**config.mk**
```make
export PLATFORM = sky130hd
export DESIGN_NAME = imu_host_irq
export DESIGN_NICKNAME = d
export VERILOG_FILES = /design/src/hdl/imu_pkg.sv /design/src/hdl/imu_host_irq.sv
export SDC_FILE = /design/constraint.sdc
export NUM_CORES = 1
export LEC_CHECK = 0
export BUFFER_PORTS_ARGS = -buffer_cell sky130_fd_sc_hd__buf_2
export CAP_MARGIN = 10
export CORE_MARGIN = 5
export CORE_UTILIZATION = 62
export CTS_BUF_LIST = sky130_fd_sc_hd__clkbuf_8
export CTS_CLUSTER_SIZE = 28
export DETAILED_ROUTE_END_ITERATION = 6
export PLACE_DENSITY = 0.88
export SLEW_MARGIN = 20
export SYNTH_ARGS = -nofsm -noshare
export SYNTH_HDL_FRONTEND = slang
export SYNTH_SLANG_ARGS = --single-unit
export TNS_END_PERCENT = 1
```
**constraint.sdc**
```tcl
create_clock -name hclk -period 4.7 [get_ports hclk]
set_input_delay 0.47 -clock hclk [delete_from_list [all_inputs] [get_ports hclk]]
set_output_delay 0.47 -clock hclk [all_outputs]
set_load 0.01 [all_outputs]
```
**src/hdl/imu_pkg.sv**
```systemverilog
// Shared constants and types of the host interrupt and command block.
// Assumes a 125 MHz bus clock and whole-word AHB-Lite register access.
package imu_pkg;
   // ==========================================================
   // Register byte offsets.
   localparam logic [7:0] OFS_CMD = 8'h00; // Command code.
   localparam logic [7:0] OFS_CMD_STAT = 8'h04; // Command status.
   localparam logic [7:0] OFS_DATA_STAT = 8'h08; // Data status.
   localparam logic [7:0] OFS_CAL = 8'h0c; // Three operand words.
   localparam logic [7:0] OFS_SENSOR = 8'h18; // Sensor enables.
   localparam logic [7:0] OFS_ACCEL = 8'h1c; // Accel control.
   localparam logic [7:0] OFS_GYRO = 8'h20; // Gyro control.
   localparam logic [7:0] OFS_FIFO = 8'h24; // FIFO control.
   localparam logic [7:0] OFS_LEVEL = 8'h28; // FIFO fill level.
   localparam logic [7:0] OFS_OUT = 8'h2c; // Output sample.
   localparam logic [7:0] OFS_GSCALE = 8'h30; // Gyro scales X..Z.
   localparam logic [7:0] OFS_ASCALE = 8'h3c; // Accel scales X..Z.
   // ==========================================================
   // Field positions and codes.
   localparam int BIT_SENSOR_OFF = 6; // Power-down request.
   localparam int BIT_SYNC_SEL = 7; // Level handshake select.
   localparam int BIT_RATE_TOP = 3; // Slow clock select.
   localparam int BIT_SELFTEST = 7; // Self-test enable.
   localparam int BIT_FIFO_RD = 7; // FIFO read mode.
   localparam logic [1:0] STAB_OIS = 2'b01; // Stabilization mode.
   localparam logic [1:0] STAB_LL = 2'b10; // Low-latency mode.
   localparam logic [1:0] FIFO_STOP = 2'b01; // Stop when full.
   localparam logic [1:0] FIFO_STREAM = 2'b10; // Overwrite oldest.
   localparam logic [7:0] CMD_RST_FIFO = 8'h02;
   localparam logic [7:0] CMD_WAKE = 8'h19;
   localparam logic [7:0] CMD_ACCEL_SENS = 8'h14;
   localparam logic [7:0] CMD_GYRO_SENS = 8'h15;
   // ==========================================================
   // Timing, sizes and reset values.
   localparam int CLK_MHZ = 125; // Bus clock rate.
   localparam int READY_US = 4000; // Ready signal after reset.
   localparam int READY_CYCLES = READY_US * CLK_MHZ;
   localparam int PULSE_NS = 40; // Edge-mode pulse width.
   localparam int PULSE_CYCLES = (PULSE_NS * CLK_MHZ + 999) / 1000;
   localparam logic [7:0] FIFO_DEPTH = 8'h80; // Entries.
   localparam logic [15:0] BASE_SCALE = 16'h1000; // Base factor.
   localparam int TRIM_FRAC = 13; // Fraction bits of a trim.
   // ==========================================================
   // Types.
   typedef enum logic [1:0] {
      SYNC_ARMED = 2'b00,
      SYNC_SHOWN = 2'b01,
      SYNC_FROZEN = 2'b10
   } sync_state_t;
   typedef struct packed {
      logic [7:0] addr;
      logic wr;
      logic rd;
   } bus_req_t;
endpackage

```
**src/hdl/imu_host_irq.sv**
```systemverilog
// Host interrupt lines and command execution of the inertial sensor.
// Assumes one AHB-Lite master, a same-clock sample datapath and an
// output-rate clock pin that this clock samples.
//
// The AHB-Lite interface to the registers and the register offsets were chosen for this implementation.
`timescale 1ns/1ns
`default_nettype none
module imu_host_irq #(
   parameter int READY_CYCLES = imu_pkg::READY_CYCLES
) (
   // Clock and reset.
   input wire logic hclk,
   input wire logic hresetn,
   // AHB-Lite slave port.
   input wire logic hsel,
   input wire logic [31:0] haddr,
   input wire logic [1:0] htrans,
   input wire logic hwrite,
   input wire logic [2:0] hsize,
   input wire logic [31:0] hwdata,
   input wire logic hready,
   output logic hreadyout,
   output logic hresp,
   output logic [31:0] hrdata,
   // Sensor side.
   input wire logic output_rate_clk,
   input wire logic [15:0] sample_data,
   input wire logic selftest_ready,
   // Interrupt lines.
   output logic interrupt_line_one,
   output logic data_interrupt_line,
   // Control towards the sensor blocks.
   output logic fifo_clear,
   output logic blocks_on,
   output logic accel_run,
   output logic slow_clock_select,
   output logic [15:0] wake_threshold,
   output logic [15:0] wake_blanking
);
   // ==========================================================
   // State.
   imu_pkg::bus_req_t req_reg, req_next; // Pending data phase.
   logic rd_pend_reg, rd_pend_next; // Read wait state.
   logic [31:0] hrdata_reg, hrdata_next, rdata;
   logic [7:0] cmd_reg, cmd_next; // Last command code.
   logic cmd_go_reg, cmd_go_next; // Command to execute.
   logic done_reg, done_next; // Command done flag.
   logic interrupt_line_one_cmd_reg, interrupt_line_one_cmd_next; // Command wants line one.
   logic [18:0] ready_reg, ready_next; // Ready signal countdown.
   logic [15:0] cal_reg [3], cal_next [3]; // Operands.
   logic [7:0] sensor_reg, sensor_next;
   logic [7:0] accel_reg, accel_next;
   logic [7:0] gyro_reg, gyro_next;
   logic [15:0] fifo_reg, fifo_next; // Mode, read bit, watermark.
   logic [7:0] level_reg, level_next; // FIFO fill level.
   logic [15:0] out_reg, out_next; // Output data register.
   logic [15:0] gpend_reg [3], gpend_next [3]; // Waiting trims.
   logic [15:0] apend_reg [3], apend_next [3];
   logic [15:0] gscale_reg [3], gscale_next [3]; // Live scales.
   logic [15:0] ascale_reg [3], ascale_next [3];
   logic [1:0] pend_reg, pend_next; // Bit 0 gyro, bit 1 accel.
   logic [2:0] pulse_reg, pulse_next; // Edge-mode pulse timer.
   imu_pkg::sync_state_t sync_reg, sync_next;
   logic fifo_int_reg, fifo_int_next;
   logic st_int_reg, st_int_next;
   logic interrupt_line_one_reg, interrupt_line_one_next, data_interrupt_line_reg, data_interrupt_line_next;
   logic clr_reg, clr_next;
   logic [15:0] wthr_reg, wthr_next, wblk_reg, wblk_next;
   logic rs1_reg, rs2_reg, rs3_reg; // Rate clock synchroniser.
   logic accept, tick, st_any, wm_hit;
   logic [1:0] stab, fmode;

   // Scales a base factor by a 3.13 trim value.
   function automatic logic [15:0] trim_mul(input logic [15:0] base,
                                            input logic [15:0] trim);
      logic [31:0] prod;
      prod = base * trim;
      return prod[imu_pkg::TRIM_FRAC +: 16];
   endfunction

   // Byte offset of word idx of a register group.
   function automatic logic [7:0] word_ofs(input logic [7:0] base,
                                           input int idx);
      return base + 8'(idx * 4);
   endfunction

   // ==========================================================
   // Rate clock sampling.
   // The pin is asynchronous; only rs2 feeds logic, rs3 finds edges.
   always_ff @(posedge hclk or negedge hresetn) begin
      if (!hresetn) begin
         rs1_reg <= 1'b0;
         rs2_reg <= 1'b0;
         rs3_reg <= 1'b0;
      end else begin
         rs1_reg <= output_rate_clk;
         rs2_reg <= rs1_reg;
         rs3_reg <= rs2_reg;
      end
   end

   assign tick = rs2_reg & ~rs3_reg;
   assign accept = hsel & hready & htrans[1] & (hsize == 3'b010);
   assign stab = gyro_reg[1:0];
   assign fmode = fifo_reg[1:0];
   assign st_any = accel_reg[imu_pkg::BIT_SELFTEST] |
                   gyro_reg[imu_pkg::BIT_SELFTEST];

   // ==========================================================
   // Next-state logic of bus, commands and interrupts.
   always_comb begin
      req_next = '0;
      rd_pend_next = 1'b0;
      hrdata_next = hrdata_reg;
      rdata = 32'h0000_0000;
      cmd_next = cmd_reg;
      cmd_go_next = 1'b0;
      done_next = done_reg;
      interrupt_line_one_cmd_next = interrupt_line_one_cmd_reg;
      ready_next = (ready_reg != 19'h0) ? ready_reg - 19'h1 : 19'h0;
      cal_next = cal_reg;
      sensor_next = sensor_reg;
      accel_next = accel_reg;
      gyro_next = gyro_reg;
      fifo_next = fifo_reg;
      level_next = level_reg;
      out_next = out_reg;
      gpend_next = gpend_reg;
      apend_next = apend_reg;
      gscale_next = gscale_reg;
      ascale_next = ascale_reg;
      pend_next = pend_reg;
      pulse_next = (pulse_reg != 3'h0) ? pulse_reg - 3'h1 : 3'h0;
      sync_next = sync_reg;
      fifo_int_next = fifo_int_reg;
      clr_next = 1'b0;
      wthr_next = wthr_reg;
      wblk_next = wblk_reg;
      wm_hit = 1'b0;
      // Address phase: only whole-word transfers are taken.
      if (accept) begin
         req_next.addr = haddr[7:0];
         req_next.wr = hwrite;
         req_next.rd = ~hwrite;
         rd_pend_next = ~hwrite;
      end
      // Reads take one wait state so a write just before is seen.
      if (rd_pend_reg) begin
         case (req_reg.addr)
            imu_pkg::OFS_CMD: rdata = {24'h0, cmd_reg};
            imu_pkg::OFS_CMD_STAT: rdata = {31'h0, done_reg};
            imu_pkg::OFS_DATA_STAT:
               rdata = {31'h0, sync_reg == imu_pkg::SYNC_SHOWN};
            imu_pkg::OFS_SENSOR: rdata = {24'h0, sensor_reg};
            imu_pkg::OFS_ACCEL: rdata = {24'h0, accel_reg};
            imu_pkg::OFS_GYRO: rdata = {24'h0, gyro_reg};
            imu_pkg::OFS_FIFO: rdata = {16'h0, fifo_reg};
            imu_pkg::OFS_LEVEL: rdata = {24'h0, level_reg};
            imu_pkg::OFS_OUT: rdata = {16'h0, out_reg};
            default: rdata = 32'h0000_0000;
         endcase
         for (int i = 0; i < 3; i++) begin
            if (req_reg.addr == word_ofs(imu_pkg::OFS_CAL, i)) begin
               rdata = {16'h0, cal_reg[i]};
            end
            if (req_reg.addr == word_ofs(imu_pkg::OFS_GSCALE, i)) begin
               rdata = {16'h0, gscale_reg[i]};
            end
            if (req_reg.addr == word_ofs(imu_pkg::OFS_ASCALE, i)) begin
               rdata = {16'h0, ascale_reg[i]};
            end
         end
         hrdata_next = rdata;
         // Both normal-mode causes of line one, ready and command done, are withdrawn by this read.
         if (req_reg.addr == imu_pkg::OFS_CMD_STAT) begin
            interrupt_line_one_cmd_next = 1'b0;
            ready_next = 19'h0;
         end
         if (req_reg.addr == imu_pkg::OFS_DATA_STAT &&
             sync_reg == imu_pkg::SYNC_SHOWN) begin
            sync_next = imu_pkg::SYNC_FROZEN;
         end
         // Reading the output word is the last byte of the set.
         if (req_reg.addr == imu_pkg::OFS_OUT &&
             sync_reg == imu_pkg::SYNC_FROZEN) begin
            sync_next = imu_pkg::SYNC_ARMED;
         end
      end
      // Write data phase.
      if (req_reg.wr) begin
         case (req_reg.addr)
            imu_pkg::OFS_CMD: begin
               cmd_next = hwdata[7:0];
               cmd_go_next = 1'b1;
               done_next = 1'b0;
            end
            imu_pkg::OFS_SENSOR: sensor_next = hwdata[7:0];
            imu_pkg::OFS_ACCEL: accel_next = hwdata[7:0];
            imu_pkg::OFS_GYRO: gyro_next = hwdata[7:0];
            imu_pkg::OFS_FIFO: begin
               fifo_next = hwdata[15:0];
               // The host has drained the FIFO and leaves read mode.
               if (fifo_reg[imu_pkg::BIT_FIFO_RD] &&
                   !hwdata[imu_pkg::BIT_FIFO_RD]) begin
                  fifo_int_next = 1'b0;
                  level_next = 8'h00;
               end
            end
            default: begin
            end
         endcase
         for (int i = 0; i < 3; i++) begin
            if (req_reg.addr == word_ofs(imu_pkg::OFS_CAL, i)) begin
               cal_next[i] = hwdata[15:0];
            end
         end
      end
      // Command execution; the operands were loaded beforehand.
      if (cmd_go_reg) begin
         case (cmd_reg)
            imu_pkg::CMD_RST_FIFO: begin
               level_next = 8'h00;
               clr_next = 1'b1;
            end
            imu_pkg::CMD_WAKE: begin
               wthr_next = cal_reg[0];
               wblk_next = cal_reg[1];
            end
            imu_pkg::CMD_GYRO_SENS: begin
               for (int i = 0; i < 3; i++) begin
                  gpend_next[i] = trim_mul(imu_pkg::BASE_SCALE,
                                           cal_reg[i]);
               end
               pend_next[0] = 1'b1;
            end
            imu_pkg::CMD_ACCEL_SENS: begin
               for (int i = 0; i < 3; i++) begin
                  apend_next[i] = trim_mul(imu_pkg::BASE_SCALE,
                                           cal_reg[i]);
               end
               pend_next[1] = 1'b1;
            end
            default: begin
               // Unknown codes change no setting; done and line one are still raised below.
            end
         endcase
         // Set after the read clear, so a new done is never lost.
         done_next = 1'b1;
         interrupt_line_one_cmd_next = 1'b1;
      end
      // Output-rate tick; power-down halts it but keeps registers.
      if (tick && !sensor_reg[imu_pkg::BIT_SENSOR_OFF]) begin
         // New trims land on the first sample after the command.
         // A trim issued in this same cycle stays pending for the next.
         if (pend_reg[0]) begin
            gscale_next = gpend_reg;
            pend_next[0] = cmd_go_reg && cmd_reg == imu_pkg::CMD_GYRO_SENS;
         end
         if (pend_reg[1]) begin
            ascale_next = apend_reg;
            pend_next[1] = cmd_go_reg && cmd_reg == imu_pkg::CMD_ACCEL_SENS;
         end
         if (sync_reg != imu_pkg::SYNC_FROZEN) begin
            out_next = sample_data;
         end
         if (sensor_reg[imu_pkg::BIT_SYNC_SEL]) begin
            if (sync_reg == imu_pkg::SYNC_ARMED) begin
               sync_next = imu_pkg::SYNC_SHOWN;
            end
         end else begin
            pulse_next = 3'(imu_pkg::PULSE_CYCLES);
         end
         // Stop mode stalls at full, stream mode overwrites; either
         // way the count saturates at the depth.
         if (fmode != 2'b00 && level_next != imu_pkg::FIFO_DEPTH) begin
            level_next = level_next + 8'h01;
         end
         wm_hit = (fifo_reg[15:8] != 8'h00) &&
                  (level_next >= fifo_reg[15:8]);
         if (fmode == imu_pkg::FIFO_STOP &&
             (wm_hit || level_next == imu_pkg::FIFO_DEPTH)) begin
            fifo_int_next = 1'b1;
         end
         if (fmode == imu_pkg::FIFO_STREAM && wm_hit) begin
            fifo_int_next = 1'b1;
         end
      end
      if (!sensor_reg[imu_pkg::BIT_SYNC_SEL]) begin
         sync_next = imu_pkg::SYNC_ARMED;
      end
      // Self-test result flag lives while either enable is set.
      st_int_next = st_any & (st_int_reg | selftest_ready);
      // Line one: rate clock in stabilization mode, else normal uses.
      if (stab == imu_pkg::STAB_OIS) begin
         interrupt_line_one_next = rs2_reg;
      end else begin
         interrupt_line_one_next = (ready_reg != 19'h0) | interrupt_line_one_cmd_reg;
      end
      // Data line: one source at a time, in this priority.
      if (stab == imu_pkg::STAB_LL) begin
         data_interrupt_line_next = rs2_reg;
      end else if (st_any) begin
         data_interrupt_line_next = st_int_reg;
      end else if (fmode != 2'b00) begin
         data_interrupt_line_next = fifo_int_reg;
      end else if (sensor_reg[imu_pkg::BIT_SYNC_SEL]) begin
         data_interrupt_line_next = (sync_reg == imu_pkg::SYNC_SHOWN);
      end else begin
         data_interrupt_line_next = (pulse_reg != 3'h0);
      end
   end

   // ==========================================================
   // Registers of the block.
   always_ff @(posedge hclk or negedge hresetn) begin
      if (!hresetn) begin
         req_reg <= '0;
         rd_pend_reg <= 1'b0;
         hrdata_reg <= 32'h0000_0000;
         cmd_reg <= 8'h00;
         cmd_go_reg <= 1'b0;
         done_reg <= 1'b0;
         interrupt_line_one_cmd_reg <= 1'b0;
         ready_reg <= 19'(READY_CYCLES);
         sensor_reg <= 8'h00;
         accel_reg <= 8'h00;
         gyro_reg <= 8'h00;
         fifo_reg <= 16'h0000;
         level_reg <= 8'h00;
         out_reg <= 16'h0000;
         pend_reg <= 2'b00;
         pulse_reg <= 3'h0;
         sync_reg <= imu_pkg::SYNC_ARMED;
         fifo_int_reg <= 1'b0;
         st_int_reg <= 1'b0;
         interrupt_line_one_reg <= 1'b0;
         data_interrupt_line_reg <= 1'b0;
         clr_reg <= 1'b0;
         wthr_reg <= 16'h0000;
         wblk_reg <= 16'h0000;
         for (int i = 0; i < 3; i++) begin
            cal_reg[i] <= 16'h0000;
            gpend_reg[i] <= imu_pkg::BASE_SCALE;
            apend_reg[i] <= imu_pkg::BASE_SCALE;
            gscale_reg[i] <= imu_pkg::BASE_SCALE;
            ascale_reg[i] <= imu_pkg::BASE_SCALE;
         end
      end else begin
         req_reg <= req_next;
         rd_pend_reg <= rd_pend_next;
         hrdata_reg <= hrdata_next;
         cmd_reg <= cmd_next;
         cmd_go_reg <= cmd_go_next;
         done_reg <= done_next;
         interrupt_line_one_cmd_reg <= interrupt_line_one_cmd_next;
         ready_reg <= ready_next;
         sensor_reg <= sensor_next;
         accel_reg <= accel_next;
         gyro_reg <= gyro_next;
         fifo_reg <= fifo_next;
         level_reg <= level_next;
         out_reg <= out_next;
         pend_reg <= pend_next;
         pulse_reg <= pulse_next;
         sync_reg <= sync_next;
         fifo_int_reg <= fifo_int_next;
         st_int_reg <= st_int_next;
         interrupt_line_one_reg <= interrupt_line_one_next;
         data_interrupt_line_reg <= data_interrupt_line_next;
         clr_reg <= clr_next;
         wthr_reg <= wthr_next;
         wblk_reg <= wblk_next;
         cal_reg <= cal_next;
         gpend_reg <= gpend_next;
         apend_reg <= apend_next;
         gscale_reg <= gscale_next;
         ascale_reg <= ascale_next;
      end
   end

   // ==========================================================
   // Outputs.
   assign hreadyout = ~rd_pend_reg;
   assign hresp = 1'b0;
   assign hrdata = hrdata_reg;
   assign interrupt_line_one = interrupt_line_one_reg;
   assign data_interrupt_line = data_interrupt_line_reg;
   assign fifo_clear = clr_reg;
   assign wake_threshold = wthr_reg;
   assign wake_blanking = wblk_reg;
   assign blocks_on = ~sensor_reg[imu_pkg::BIT_SENSOR_OFF];
   // The accelerometer is unavailable in plain stabilization mode.
   assign accel_run = sensor_reg[0] & blocks_on &
                      (stab != imu_pkg::STAB_OIS);
   assign slow_clock_select = accel_reg[imu_pkg::BIT_RATE_TOP];
endmodule
`default_nettype wire

```
### Word-level counts from Yosys, hierarchy flattened

Cells that the tools add are included.

* register bits after elaboration: 411
* latch bits: 0
* bits in writable memories: 0
* memory bits (read-only): 0
* input port bits: 92
* output and inout port bits: 72
* memories kept: 0

* add/subtract/negate cells: 3
* $mul: 0
* div/mod/pow operators: 0
* magnitude comparators: 1
* eq/ne operators: 32
* shift operators: 0
* multiplexer cells: 59
* bitwise logic cells: 14
* reduce and logical (&&, ||, !) cells: 39

Operator list (number)
* $mux 32: 9
* $pmux 16 s9: 1
* $eq 8x6->1 const B: 8
* $mux 8: 8
* $mux 19: 3
* $eq 8x5->1 const B: 7
* $reduce_and 2->1: 16
* $mux 1: 26
* $reduce_bool 19->1: 1
* $sub 19x1->19 const B: 1
* $eq 8x4->1 const B: 2
* $eq 8x7->1 const B: 2
* $mux 2: 8
* $logic_and 1x1->1: 10
* $mux 10: 1
* $reduce_bool 2->1: 5
* $mux 3: 3
* $add 8x1->8 const B: 1
* $eq 8x2->1 const B: 1
* $eq 8x3->1 const B: 1
* $eq 8x8->1 const B: 1
* $ge 8x8->1: 1
* $logic_not 8->1: 1
* $ne 8x8->1 const B: 1
* 14 further kinds: 30

### Depth between registers and ports, before layout

* depth after elaboration: 18
* depth in mapped cells: 20

### Worst setup path before layout

No wires, ideal clock.

* kind: reg-to-reg
* start point: register req_reg[3] (netlist bit)
* end point: register fifo_int_reg
* data arrival time: 3688 ps
* required time: 4568 ps
* setup slack: 880 ps
* cell stages (with the launch flop): 20
* clock period less this slack: 3820 ps
* cell sequence: dfrtp_1 -> buf_6 -> or4b_4 -> buf_6 -> nor4_4 -> nor2_1 -> nand2_1 -> ha_1 -> nor4b_1 -> and3_1 -> clkbuf_1 -> o21ai_0 -> a22oi_1 -> ha_1 -> nand2b_1 -> a21o_1 -> a21oi_1 -> o21ai_0 -> a32oi_1 -> o41ai_2

* word-level cells in the longest chain between the ends: 16
* elaborated cells on any way between the ends: 21
* classes of those cells: 1 x add/sub; 1 x order compare; 3 x eq/ne; 11 x mux; 5 x reduce/logical

Ends and longest elaborated chain
* from (decl): RTL line imu_host_irq.sv:42 `imu_pkg::bus_req_t req_reg, req_next;`
* from (signal assigned): RTL line imu_host_irq.sv:349 `req_reg <= req_next;`
* $eq 8x6->1 (*): RTL line imu_host_irq.sv:191 `case (req_reg.addr)`
* branches (longest 14 deep; another with $add 8x1->8)
* $mux 1 (*): RTL line imu_host_irq.sv:252 `if (tick && !sensor_reg[imu_pkg::BIT_SENSOR_OFF]) begin`
* net fifo_int_next: RTL line imu_host_irq.sv:64 `logic fifo_int_reg, fifo_int_next;`
* to (signal assigned): RTL line imu_host_irq.sv:366 `fifo_int_reg <= fifo_int_next;`
* to (decl): RTL line imu_host_irq.sv:64

Mark *: on every way through the listed nets, which the timed path passes. The select of a mux whose other input is x is not followed.
A chain may end at the register's enable or synchronous reset.

### Final worst setup path

Same ends and word-level chain as after synthesis.

==> reports/qor.csv <==
stage,metric,value,unit
placement,Final HPWL DP,31600,microns
routing,DRT iter0 DRCs,1446,
synthesis,synthesized area per cell,12.8,sq um
clock_network,clk slew on worst S/H paths,0.06,ns
sta,final count of hold timing violations,0,
worst_setup_path,Worst Path Buf+Inv,0,
synthesis,post-synthesis register bit count,395,
synthesis,"top cells by count, synth","dfrtp_1 (376), mux2_2 (311), nor2_1 (68), nand2_1 (56), o21ai_0 (42)",
sta,worst-margin pin slew,1.00,ns
synthesis,Yosys cell types,84,
clock_network,post-CTS resize count,0,
die,Cell Rows,62,
global_routing,Total GRT Usage,0.287,
min_path,hold depth,2,
worst_setup_path,crit path max fanout,10,
pwr,VDD IR max,0.371,mV
worst_setup_path,CP endpoint kind,flip-flop,
clock_network,Worst-Skew Late Latency,0.63,ns
worst_setup_path,CP Data Arrival Time,4.80,ns
pwr,Overall Power,7.21,mW
worst_setup_path,CP cell instances,"or4b_4, nor4_4, nor2_1, nand2_1, ha_1, nor4b_1, and3_1, o21ai_0, a22oi_1, ha_1, nand2b_1, a21o_1, a21oi_1, o21ai_0, a32oi_1, o41ai_2",
sta,slew margin rel.,0.330,
sta,Final Cycle Share,0.919,
sta,Fin Clk Skew,0.0274,ns
clock_network,root buffer cell,clkbuf_8,
synthesis,Mapped Area,17800,sq um
routing,DRC violations left,0,
clock_network,CTS max path bufs,3,
synthesis,Yosys top cell by area,dfrtp_1,
status,run status,finished clean,
clock_network,Num CTS Buffers,61,
global_routing,antenna violations before repair,0,
synthesis,synthesis warning total,0,
die,Ports,164,
worst_setup_path,Worst path slowest cell,or4b_4,
clock_network,CTS tree,built,
routing,Via density,6.52,
worst_setup_path,kind of critical path,flip-flop to flip-flop,
min_path,worst hold start,hwrite,
worst_setup_path,Crit path max-delay family,simple AND/OR/NAND/NOR gates,
routing,drt total wl,47300,microns
clock_network,H-tree depth,2,
final_layout,Post-layout nets,1624,
final_layout,Area Overhead vs Synth,12.2,%
placement,GPL Wtd Cong,0.963,
pwr,power density cells,360,nW/um^2
global_routing,number of global-route vias before repair,12800,
routing,DRT antenna net count,0,
global_routing,Congestion Overflow GR,0,
worst_setup_path,R2R depth,16,
placement,placed insts,1837,
worst_setup_path,Worst Path Required,5.18,ns
die,Die H,180,microns
die,CORE AREA,28500,sq um
routing,routed vias,12700,
synthesis,Yosys top cell area share,0.527,
placement,port bufs,105,
sta,RSZ-0062 raised after global routing,false,
die,die area,32300,sq um
pwr,LEAKAGE,9.70,nW
sta,FMAX,232,MHz
sta,final setup fails,0,
worst_setup_path,RR Endpoint,fifo_int_reg$_DFF_PN0_,
worst_setup_path,R2R Path Start,req_reg[3]$_DFF_PN0_,
placement,"worst slack, placed",0.451,ns
final_layout,layout cells sized above 1,0.376,
die,die width,180,microns
synthesis,top post-synthesis cells by area,"dfrtp_1 (53%), mux2_2 (20%), dfstp_2 (2.8%)",
min_path,Hold EP,rd_pend_reg$_DFF_PN0_,
sta,fin. max-slew vios,0,
sta,min cycle time layout,4.32,ns
clock_network,CTS sink count,395,
final_layout,post-route insts no fill,1952,
worst_setup_path,Slowest Stage Delay on Critical Path,0.67,ns
synthesis,most common cell in the netlist,dfrtp_1,
routing,Avg WL per Cell,24.3,microns
final_layout,post-route cell area,20000,sq um
sta,Setup TNS,0,ns
synthesis,Synth async-reset ratio,1.00,
global_routing,first-pass GRT wire length,73700,microns
worst_setup_path,crit start category,flip-flop,
synthesis,Post-synth EDFFs,0,
die,Initial Utilization,0.625,
synthesis,Main synth FF type,dfrtp_1,
run,Max Cap Violations,0,
min_path,worst min path class,primary input to flip-flop,
synthesis,Gate Count Post-Synth,1397,
worst_setup_path,Worst R2R Setup Slack,0.38,ns
synthesis,"Seq/Total Area, Yosys",0.555,
placement,Post-DP Area,18700,sq um
final_layout,max reg flops,48,
global_routing,largest net degree at the start of global routing,129,
final_layout,n_diodes,0,
routing,Pre-antenna DRT Iters,6,
sta,Setup WS post-layout,0.383,ns
## cells in the final DEF (no fill, tap or decap), types with 17 or more instances in the layout
master    count
a21oi_1      36
nor2_1       68
mux2_1       20
xnor2_1      17
mux2_2      311
nor3_1       22
buf_2       104
conb_1       17
o22ai_1      19
dfstp_2      19
nand2_1      55
nand3_1      19
inv_1        44
dfrtp_1     376
o21ai_0      42
clkbuf_8     84
buf_4        22
## what timing repair did
item                                   CTS  global route
endpoints found under the hold margin   66             0
hold buffers                             2             0
buffers inserted                         0             0
## worst max path at each step
stage | startpoint | end | slack, ns | cells after the start
final | req_reg[3]$_DFF_PN0_ | fifo_int_reg$_DFF_PN0_ | 0.38 | 16
after global routing | req_reg[3]$_DFF_PN0_ | fifo_int_reg$_DFF_PN0_ | 0.06 | 17
after CTS | req_reg[3]$_DFF_PN0_ | fifo_int_reg$_DFF_PN0_ | 0.45 | 16
after detailed placement | req_reg[3]$_DFF_PN0_ | fifo_int_reg$_DFF_PN0_ | 0.45 | 16
after global placement | req_reg[3]$_DFF_PN0_ | fifo_int_reg$_DFF_PN0_ | 0.52 | 16
after floorplan | req_reg[3]$_DFF_PN0_ | fifo_int_reg$_DFF_PN0_ | 0.88 | 19
## cell type report
class | instances | area [sq um]
inverter | 25 | 93.8
tap | 384 | 480
multi-input combinational | 904 | 7460
clock inverter | 29 | 166
timing repair buffer | 131 | 761
sequential | 395 | 9910
fill | 1919 | 8520
clock buffer | 84 | 1160
## metal layers
layer / global-route usage / routed length [microns]
met3: 0.0742 / 4950
met1: 0.394 / 18700
met4: 0.116 / 2220
met5: 0 / 0
met2: 0.442 / 21500
## where the power goes
part           internal [mW]  switching, mW
Combinational          0.227          0.311
Clock                   1.65           1.35
Sequential              3.53          0.145
## cells by family after synthesis
group,Yosys count,share of synthesized area
multiplexers,342,0.216
buffers and inverters,114,0.0317
XOR/XNOR,22,0.0108
AO/OA/AOI/OAI,216,0.0828
AND/OR/NAND/NOR,293,0.0939
other,1,0.000210
adder cells (fa/ha/maj),14,0.00981
flip-flops,395,0.555
## worst reg2reg max path, stage by stage, from the launching register on
cell	delay, ns
dfrtp_1	0.50
or4b_4	0.67
nor4_4	0.37
nor2_1	0.24
nand2_1	0.19
ha_1	0.17
nor4b_1	0.21
and3_1	0.37
o21ai_0	0.12
a22oi_1	0.19
ha_1	0.26
nand2b_1	0.14
a21o_1	0.17
a21oi_1	0.14
o21ai_0	0.11
a32oi_1	0.25
o41ai_2	0.11
## stage by stage
| stage | hold WS [ns] | util |
|---|---|---|
| floorplan | 0.174 | - |
| global placement | 0.333 | 0.654 |
| detailed placement | 0.341 | 0.654 |
| CTS | 0.0439 | 0.701 |
| global route | 0.0697 | 0.701 |
| finish | 0.0702 | 0.701 |
(Power assumes the default switching activity.)
